[config.mk]
export PLATFORM = sky130hd
export DESIGN_NAME = mem_attr_order
export DESIGN_NICKNAME = d
export VERILOG_FILES = /design/src/mem_attr_pkg.sv /design/src/mem_attr_order.sv /design/src/region_decode.sv
export SDC_FILE = /design/constraint.sdc
export NUM_CORES = 1
export LEC_CHECK = 0
export BUFFER_PORTS_ARGS = -buffer_cell sky130_fd_sc_hd__buf_2
export CORE_MARGIN = 5
export CORE_UTILIZATION = 50
export DETAILED_ROUTE_END_ITERATION = 7
export PLACE_DENSITY = 0.76
export SYNTH_ARGS = -nofsm -noshare
export SYNTH_HDL_FRONTEND = slang
export SYNTH_SLANG_ARGS = --single-unit
[constraint.sdc]
create_clock -name core_clk -period 7.4 [get_ports core_clk]
set_input_delay 0.74 -clock core_clk [delete_from_list [all_inputs] [get_ports core_clk]]
set_output_delay 0.74 -clock core_clk [all_outputs]
set_load 0.03 [all_outputs]
[src/mem_attr_pkg.sv]
// Package for the memory attribute and ordering block.
// Assumes a 32-bit flat address space shared by fetch and data paths.
package mem_attr_pkg;

    // Memory types
    typedef enum logic [1:0] {
        MT_NORMAL   = 2'h0,
        MT_DEVICE   = 2'h1,
        MT_STRONG   = 2'h2,
        MT_RESERVED = 2'h3
    } mem_type_t;

    // Region boundaries (upper address bits compared)
    localparam logic [31:0] CODE_BASE     = 32'h0000_0000;
    localparam logic [31:0] SRAM_BASE     = 32'h2000_0000;
    localparam logic [31:0] PERIPH_BASE   = 32'h4000_0000;
    localparam logic [31:0] EXT_RAM_BASE  = 32'h6000_0000;
    localparam logic [31:0] EXT_DEV_BASE  = 32'hA000_0000;
    localparam logic [31:0] PPB_BASE      = 32'hE000_0000;
    localparam logic [31:0] RESERVED_BASE = 32'hE010_0000;

    // Data access kinds
    localparam logic [1:0] BAR_NONE = 2'h0;
    localparam logic [1:0] BAR_MEM   = 2'h1;
    localparam logic [1:0] BAR_SYNC  = 2'h2;
    localparam logic [1:0] BAR_INSTR = 2'h3;

    // Outstanding transaction counter width
    localparam int          OUTS_W    = 4;
    localparam logic [3:0]  OUTS_ZERO = 4'h0;
    localparam logic [3:0]  OUTS_ONE  = 4'h1;
    localparam logic [3:0]  OUTS_MAX  = 4'hF;

    // Barrier sequencer states
    typedef enum logic [3:0] {
        ST_RUN   = 4'h1,
        ST_DRAIN = 4'h2,
        ST_SYNC  = 4'h4,
        ST_FLUSH = 4'h8
    } bar_state_t;

endpackage

[src/mem_attr_order.sv]
// Memory attribute and ordering block: decodes fetch and data addresses,
// blocks execute-never fetches, orders device/strongly ordered traffic,
// buffers one device write, and sequences the three barriers.
// Assumes core-side requests and bus-side answers are on core_clk.
// Operation
// - Normal accesses may reorder and speculate
// - Device keeps order among Device/Strongly Ordered
// - Strongly Ordered keeps order with everything
// - Device writes bufferable, Strongly Ordered never
// - Block execute-never fetches; fault only when executed
// - Earlier device/SO access observed first
// - Other accesses may complete out of order
// - Code region Normal and executable
// - SRAM region Normal and executable
// - Peripheral region Device, execute-never
// - External RAM Normal and executable
// - External device Device, execute-never
// - Private bus Strongly Ordered, execute-never
// - Protection unit overrides default type and execute-never; reserved fault stays from default map
// - Fetch ahead and from branch targets
// - Memory barrier drains before next access
// - Sync barrier drains before next instruction
// - Instruction barrier refetches prefetched instructions
// - Priority change takes effect after sync barrier
// - Strongly Ordered ordered without memory barrier
// - Reserved space returns bus fault
`timescale 1ns/100ps
`default_nettype none
module mem_attr_order (
    input  wire logic                          core_clk,
    input  wire logic                          rst_n,
    // Instruction fetch from core
    input  wire logic                          fetch_req,
    input  wire logic                   [31:0] fetch_addr,
    input  wire logic                          fetch_spec,
    input  wire logic                          exec_blocked_instr,
    // Data access from core
    input  wire logic                          data_req,
    input  wire logic                          data_we,
    input  wire logic                   [31:0] data_addr,
    input  wire logic                   [31:0] data_wdata,
    input  wire logic                    [1:0] barrier_op,
    input  wire logic                          prio_change,
    // Protection unit override
    input  wire logic                          prot_valid,
    input  wire mem_attr_pkg::mem_type_t       prot_type,
    input  wire logic                          prot_no_exec,
    // Memory bus side
    input  wire logic                          bus_ready,
    input  wire logic                          bus_done,
    // Outputs
    output logic                               fetch_grant,
    output logic                               fetch_block,
    output logic                               fetch_is_spec,
    output logic                               data_grant,
    output logic                               bus_req,
    output logic                               bus_we,
    output logic                        [31:0] bus_addr,
    output logic                        [31:0] bus_wdata,
    output logic                         [1:0] bus_type,
    output logic                               bus_fault,
    output logic                               exec_fault,
    output logic                               exec_stall,
    output logic                               prefetch_flush,
    output logic                               prio_apply
);
    mem_attr_pkg::mem_type_t f_type;
    mem_attr_pkg::mem_type_t d_type;
    logic f_no_exec;
    logic f_fault;
    // Data side needs no execute-never flag: data may reach any region but reserved space
    logic d_fault;

    // Fetch path decode
    region_decode u_fetch_dec (
        .addr          (fetch_addr),
        .prot_valid    (prot_valid),
        .prot_type     (prot_type),
        .prot_no_exec  (prot_no_exec),
        .mtype         (f_type),
        .execute_never (f_no_exec),
        .map_fault     (f_fault)
    );

    // Data path decode
    region_decode u_data_dec (
        .addr          (data_addr),
        .prot_valid    (prot_valid),
        .prot_type     (prot_type),
        .prot_no_exec  (prot_no_exec),
        .mtype         (d_type),
        .execute_never (),
        .map_fault     (d_fault)
    );

    // Registers
    mem_attr_pkg::bar_state_t state_reg, state_next;
    logic [mem_attr_pkg::OUTS_W-1:0] outs_reg, outs_next;
    logic       ordered_reg;        // Outstanding work includes Device/SO
    logic       strong_reg;         // Outstanding work includes Strongly Ordered
    logic       wbuf_valid_reg;     // Buffered Device write held
    logic [31:0] wbuf_addr_reg;
    logic [31:0] wbuf_data_reg;
    logic       prio_pend_reg;
    logic       fetch_grant_reg;
    logic       fetch_block_reg;
    logic       fetch_spec_reg;
    logic       data_grant_reg;
    logic       bus_req_reg;
    logic       bus_we_reg;
    logic [31:0] bus_addr_reg;
    logic [31:0] bus_wdata_reg;
    logic [1:0] bus_type_reg;
    logic       bus_fault_reg;
    logic       exec_fault_reg;
    logic       exec_stall_reg;
    logic       flush_reg;
    logic       prio_apply_reg;

    // Access classification
    wire d_is_normal  = (d_type == mem_attr_pkg::MT_NORMAL);
    wire d_is_strong  = (d_type == mem_attr_pkg::MT_STRONG) ||
                        (d_type == mem_attr_pkg::MT_RESERVED);
    wire d_is_device  = (d_type == mem_attr_pkg::MT_DEVICE);
    wire is_access    = data_req && (barrier_op == mem_attr_pkg::BAR_NONE);
    wire is_barrier   = data_req && (barrier_op != mem_attr_pkg::BAR_NONE);
    wire drained      = (outs_reg == mem_attr_pkg::OUTS_ZERO) && !wbuf_valid_reg;
    wire outs_full    = (outs_reg == mem_attr_pkg::OUTS_MAX);

    // Ordering hazards: Device waits for ordered traffic, SO waits for all
    // A held Device write counts as ordered traffic too
    wire dev_hazard    = d_is_device && (ordered_reg || wbuf_valid_reg) && !drained;
    wire strong_hazard = d_is_strong && !drained;
    // Normal access may pass other Normal traffic but not Strongly Ordered
    wire norm_hazard   = d_is_normal && strong_reg && !drained;
    wire hazard        = dev_hazard | strong_hazard | norm_hazard;
    // Device writes go to the buffer; SO writes go straight out
    wire to_wbuf       = is_access && data_we && d_is_device && !d_fault;
    wire running       = (state_reg == mem_attr_pkg::ST_RUN);
    wire wbuf_drain    = wbuf_valid_reg && bus_ready && !outs_full &&
                         !(is_access && !to_wbuf && running);
    wire can_issue     = running && is_access && !hazard && !outs_full && bus_ready &&
                         !d_fault && !(to_wbuf && wbuf_valid_reg);
    wire buf_take      = can_issue && to_wbuf && !wbuf_valid_reg;
    wire direct_issue  = can_issue && !to_wbuf;
    wire fault_now     = running && is_access && d_fault;
    wire launch        = direct_issue | wbuf_drain;
    wire retire        = bus_done && (outs_reg != mem_attr_pkg::OUTS_ZERO);

    // Fetch: prefetch and branch-target fetch allowed unless XN, reserved, or a barrier is in progress
    wire fetch_ok      = fetch_req && running && !f_no_exec && !f_fault;
    wire fetch_no_exec = fetch_req && (f_no_exec || f_fault);

    // Outstanding count
    always_comb begin
        outs_next = outs_reg;
        if (launch && !retire) begin
            outs_next = outs_reg + mem_attr_pkg::OUTS_ONE;
        end else if (!launch && retire) begin
            outs_next = outs_reg - mem_attr_pkg::OUTS_ONE;
        end
    end

    // Barrier sequencer
    always_comb begin
        state_next = state_reg;
        case (state_reg)
            mem_attr_pkg::ST_RUN: begin
                if (is_barrier) begin
                    state_next = (barrier_op == mem_attr_pkg::BAR_SYNC) ?
                                 mem_attr_pkg::ST_SYNC : mem_attr_pkg::ST_DRAIN;
                end
            end
            mem_attr_pkg::ST_DRAIN: begin
                if (drained) begin
                    state_next = (barrier_op == mem_attr_pkg::BAR_INSTR) ?
                                 mem_attr_pkg::ST_FLUSH : mem_attr_pkg::ST_RUN;
                end
            end
            mem_attr_pkg::ST_SYNC: begin
                if (drained) begin
                    state_next = mem_attr_pkg::ST_RUN;
                end
            end
            mem_attr_pkg::ST_FLUSH: begin
                state_next = mem_attr_pkg::ST_RUN;
            end
            default: begin
                state_next = mem_attr_pkg::ST_RUN;
            end
        endcase
    end

    wire sync_done = (state_reg == mem_attr_pkg::ST_SYNC) && drained;

    // Sequencer and counters
    always_ff @(posedge core_clk or negedge rst_n) begin
        if (!rst_n) begin
            state_reg   <= mem_attr_pkg::ST_RUN;
            outs_reg    <= mem_attr_pkg::OUTS_ZERO;
            ordered_reg <= 1'b0;
            strong_reg  <= 1'b0;
        end else begin
            state_reg   <= state_next;
            outs_reg    <= outs_next;
            ordered_reg <= (outs_next != mem_attr_pkg::OUTS_ZERO) &&
                           (ordered_reg | (direct_issue && !d_is_normal) | wbuf_drain);
            strong_reg  <= (outs_next != mem_attr_pkg::OUTS_ZERO) &&
                           (strong_reg | (direct_issue && d_is_strong));
        end
    end

    // Device write buffer (one entry)
    always_ff @(posedge core_clk or negedge rst_n) begin
        if (!rst_n) begin
            wbuf_valid_reg <= 1'b0;
            wbuf_addr_reg  <= 32'h0000_0000;
            wbuf_data_reg  <= 32'h0000_0000;
        end else begin
            if (buf_take) begin
                wbuf_valid_reg <= 1'b1;
                wbuf_addr_reg  <= data_addr;
                wbuf_data_reg  <= data_wdata;
            end else if (wbuf_drain) begin
                wbuf_valid_reg <= 1'b0;
            end
        end
    end

    // Priority change pending until sync barrier completes
    always_ff @(posedge core_clk or negedge rst_n) begin
        if (!rst_n) begin
            prio_pend_reg  <= 1'b0;
            prio_apply_reg <= 1'b0;
        end else begin
            prio_pend_reg  <= prio_change | (prio_pend_reg & !sync_done);
            prio_apply_reg <= sync_done & (prio_pend_reg | prio_change);
        end
    end

    // Fetch outputs
    always_ff @(posedge core_clk or negedge rst_n) begin
        if (!rst_n) begin
            fetch_grant_reg <= 1'b0;
            fetch_block_reg <= 1'b0;
            fetch_spec_reg  <= 1'b0;
            exec_fault_reg  <= 1'b0;
            flush_reg       <= 1'b0;
            exec_stall_reg  <= 1'b0;
        end else begin
            fetch_grant_reg <= fetch_ok;
            fetch_block_reg <= fetch_no_exec;
            fetch_spec_reg  <= fetch_ok & fetch_spec;
            exec_fault_reg  <= exec_blocked_instr;
            flush_reg       <= (state_reg == mem_attr_pkg::ST_FLUSH);
            exec_stall_reg  <= (state_next == mem_attr_pkg::ST_SYNC);
        end
    end

    // Bus launch: direct access wins; buffered write drains only while no unbuffered access is presented in run
    always_ff @(posedge core_clk or negedge rst_n) begin
        if (!rst_n) begin
            data_grant_reg <= 1'b0;
            bus_req_reg    <= 1'b0;
            bus_we_reg     <= 1'b0;
            bus_addr_reg   <= 32'h0000_0000;
            bus_wdata_reg  <= 32'h0000_0000;
            bus_type_reg   <= mem_attr_pkg::MT_NORMAL;
            bus_fault_reg  <= 1'b0;
        end else begin
            data_grant_reg <= can_issue;
            bus_req_reg    <= launch;
            bus_fault_reg  <= fault_now;
            if (direct_issue) begin
                bus_we_reg    <= data_we;
                bus_addr_reg  <= data_addr;
                bus_wdata_reg <= data_wdata;
                bus_type_reg  <= d_type;
            end else if (wbuf_drain) begin
                bus_we_reg    <= 1'b1;
                bus_addr_reg  <= wbuf_addr_reg;
                bus_wdata_reg <= wbuf_data_reg;
                bus_type_reg  <= mem_attr_pkg::MT_DEVICE;
            end
        end
    end

    assign fetch_grant    = fetch_grant_reg;
    assign fetch_block    = fetch_block_reg;
    assign fetch_is_spec  = fetch_spec_reg;
    assign data_grant     = data_grant_reg;
    assign bus_req        = bus_req_reg;
    assign bus_we         = bus_we_reg;
    assign bus_addr       = bus_addr_reg;
    assign bus_wdata      = bus_wdata_reg;
    assign bus_type       = bus_type_reg;
    assign bus_fault      = bus_fault_reg;
    assign exec_fault     = exec_fault_reg;
    assign exec_stall     = exec_stall_reg;
    assign prefetch_flush = flush_reg;
    assign prio_apply     = prio_apply_reg;
endmodule
`default_nettype wire

[src/region_decode.sv]
// Default address map decoder: memory type, execute-never and fault.
// Assumes the protection unit override arrives on the same clock.
`timescale 1ns/100ps
`default_nettype none
module region_decode (
    input  wire logic                   [31:0] addr,
    input  wire logic                          prot_valid,
    input  wire mem_attr_pkg::mem_type_t       prot_type,
    input  wire logic                          prot_no_exec,
    output mem_attr_pkg::mem_type_t            mtype,
    output logic                               execute_never,
    output logic                               map_fault
);
    // Range compares against region bases
    wire in_code   = addr <  mem_attr_pkg::SRAM_BASE;
    wire in_sram   = addr >= mem_attr_pkg::SRAM_BASE    && addr < mem_attr_pkg::PERIPH_BASE;
    wire in_periph = addr >= mem_attr_pkg::PERIPH_BASE  && addr < mem_attr_pkg::EXT_RAM_BASE;
    wire in_eram   = addr >= mem_attr_pkg::EXT_RAM_BASE && addr < mem_attr_pkg::EXT_DEV_BASE;
    wire in_edev   = addr >= mem_attr_pkg::EXT_DEV_BASE && addr < mem_attr_pkg::PPB_BASE;
    wire in_ppb    = addr >= mem_attr_pkg::PPB_BASE     && addr < mem_attr_pkg::RESERVED_BASE;
    wire is_normal = in_code | in_sram | in_eram;
    wire is_device = in_periph | in_edev;

    mem_attr_pkg::mem_type_t dflt_type;
    // Default type; anything above the private bus is reserved
    assign dflt_type = is_normal ? mem_attr_pkg::MT_NORMAL :
                       is_device ? mem_attr_pkg::MT_DEVICE :
                       in_ppb    ? mem_attr_pkg::MT_STRONG :
                                   mem_attr_pkg::MT_RESERVED;
    wire dflt_no_exec = !is_normal;

    // Protection unit settings override the default type and execute-never; the fault keeps the default map
    assign mtype         = prot_valid ? prot_type : dflt_type;
    assign execute_never = prot_valid ? prot_no_exec : dflt_no_exec;
    assign map_fault     = (dflt_type == mem_attr_pkg::MT_RESERVED);
endmodule
`default_nettype wire
==> impl_metrics.yaml <==
grt:
  grt_max_degree: 80
  grt_pass1_wl_um: 26500
  antenna_found_initial: 0
  grt_usage: 0.205
  grt_pass1_vias: 5288
  grt.overflow.total: 0
clocking:
  numCtsBuffers: 17
  h-tree-depth: 4
  clockBufferDepth: 2
  cts_hold_buf: 0
  clk_latency_ns: 0.42
  ctsResizeCount: 0
  clkTransAtPathRegs_ns: 0.06
  cts_tree: "done"
  cts_sinks: 153
  postCtsSetupBuffers: 0
  root_buffer: "clkbuf_16"
power_and_ir_drop:
  peakVddDrop_v: 0.000156
  leakagePower_nw: 4.55
  p_per_area_nw_per_um2: 323
  p_total_mw: 2.65
layout:
  layout-drive-gt1-share: 0.376
  synthToLayoutAreaGrowth_pct: 21.2
  antenna_cells: 0
  fill_cells: 1113
  finalNetCount: 840
worst_setup_path:
  worst-path-max-fanout: 68
  worst-setup-path-type: "primary input to register"
  rr_endpoint: "outs_reg[2]"
  reg2reg_depth: 10
  crit_path_start_kind: "primary input"
  cp-end-kind: "register"
  critical_path_required_ns: 7.70
  arrival_ns: 3.87
  r2r_slack_ns: 4.11
  r2r_start: "outs_reg[0]"
timing:
  relSlewSlack: 0.227
  rsz0062_at_grt: "no"
  setup_ws_ns: 3.83
  slew_violations: 0
  skew_ns: 0.00835
  setup_violations: 0
  fmax_mhz: 280
  worst_pin_slew_ns: 1.16
  post-route-min-period_ns: 3.57
  tns_ns: 0
  final_hold_viol_count: 0
  period_share: 0.482
yosys:
  async_flop_share: 1.00
  synth_ff_type: "dfrtp_1"
  ys_ff_latch: 153
  synth_seq_area_share: 0.566
  yosysWarnings: 0
  synth-edff-count: 0
  syn-num-nets: 679
  synthDistinctLibCells: 52
  syn_area_um2: 6770
  synthCells: 565
  syn_avg_cell_area_um2: 12.0
flow_run:
  drv_cap: 0
floorplan:
  rows: 42
  die_x_um: 126
  ios: 189
  start_util: 0.511
  core_area_um2: 13200
  dieHeight_um: 126
  die_area_um2: 16000
routing:
  detail_route.wl_per_cell_um: 17.7
  viasPerCell: 5.47
  dr.pass1.iters: 5
  drcViolationCount: 0
  vias: 4991
  ant_nets: 0
  totalWireLength_um: 16200
  first_iter_violations: 297
placed_design:
  pre_cts_slack_ns: 3.43
  globalplace.congestion: 0.828
  dp_hpwl_um: 10400
  io_buffers: 168
hold_path:
  hp-class: "primary input to async pin"
outcome:
  outcome: "finished clean"
worst max-delay path by stage:
stage / start / to / cells after the start
after floorplan: data_addr[24] / wbuf_addr_reg[0] / 7
after global placement: data_addr[24] / bus_wdata[8] / 10
after detailed placement: data_addr[24] / bus_addr[20] / 10
after CTS: data_addr[24] / bus_addr[15] / 10
after global routing: data_addr[24] / bus_addr[30] / 10
final: data_addr[24] / bus_addr[15] / 10
layout make-up:
cell class | instances | area (um^2) | share of cell area
Clock buffer | 21 | 460 | 0.0561
Clock inverter | 9 | 100 | 0.0122
Inverter | 8 | 32.5 | 0.00397
Multi-Input combinational cell | 373 | 2670 | 0.326
Sequential cell | 153 | 3830 | 0.467
Tap cell | 176 | 220 | 0.0269
Timing Repair Buffer | 173 | 885 | 0.108
kinds of logic (layout without fill, tap and decap cells):
logic type,count (synthesis),after routing,synth area share
compound gates,100,100,0.113
xor+xnor,5,5,0.00647
fa+ha+maj,3,3,0.00518
buf+inv,39,211,0.0392
flops,153,153,0.566
mux,68,68,0.140
simple gates,197,197,0.130
placed cells by master, fill, tap and decap left out, types with 4 or more instances in the layout:
cell	n
a21oi_1	6
a22oi_1	64
and3_1	4
buf_2	167
buf_4	5
clkbuf_16	17
clkinv_2	5
dfrtp_1	152
inv_1	7
mux2_2	15
mux2_4	49
nand2_1	142
nand3_1	9
nor2_1	13
nor3_1	4
nor4_1	4
o21ai_0	8
xnor2_1	5
where the power goes:
group	switching, mW	internal, mW
sequential	0.100	0.985
combinational	0.502	0.230
clock	0.322	0.507
total	0.924	1.72
Yosys cell counts, types with 5 or more instances:
library cell  count  area, um^2
o21ai_0           8        40.0
mux2_4           49         736
buf_2             9        45.0
inv_1             7        26.3
nand3_1           9        45.0
xnor2_1           5        43.8
mux2_2           15         169
a21oi_1           6        30.0
buf_6            10         113
nor2_1           13        48.8
dfrtp_1         152        3800
nand2_1         142         533
a22oi_1          64         480
buf_4             8        60.1
routing by layer:
metal  up-vias  wire length (um)  GRT usage
met5         -                 0          0
met4         0               207     0.0650
met3        18              1130     0.0559
met2       181              8080      0.343
met1      2481              6790      0.260
li1       2311                 -          -
critical path, cell delays in order:
cell and delay (ns):
buf_2 0.12, nor4_2 0.45, nand4_1 0.22, a2111oi_4 0.51, o2111a_2 0.26, buf_4 0.63
nor2_4 0.29, buf_4 0.39, nand2_1 0.16, nand2_1 0.06
through the flow:
stage,area (um^2),utilization,hold WS [ns],cells
2_1_floorplan,6770,-,0.444,565
3_3_place_gp,7640,0.577,0.452,883
3_5_place_dp,7640,0.577,0.457,883
4_1_cts,8200,0.619,0.339,913
5_1_grt,8200,0.619,0.365,913
6_report,8200,0.619,0.320,913
Power figures use the tool's default switching activity.
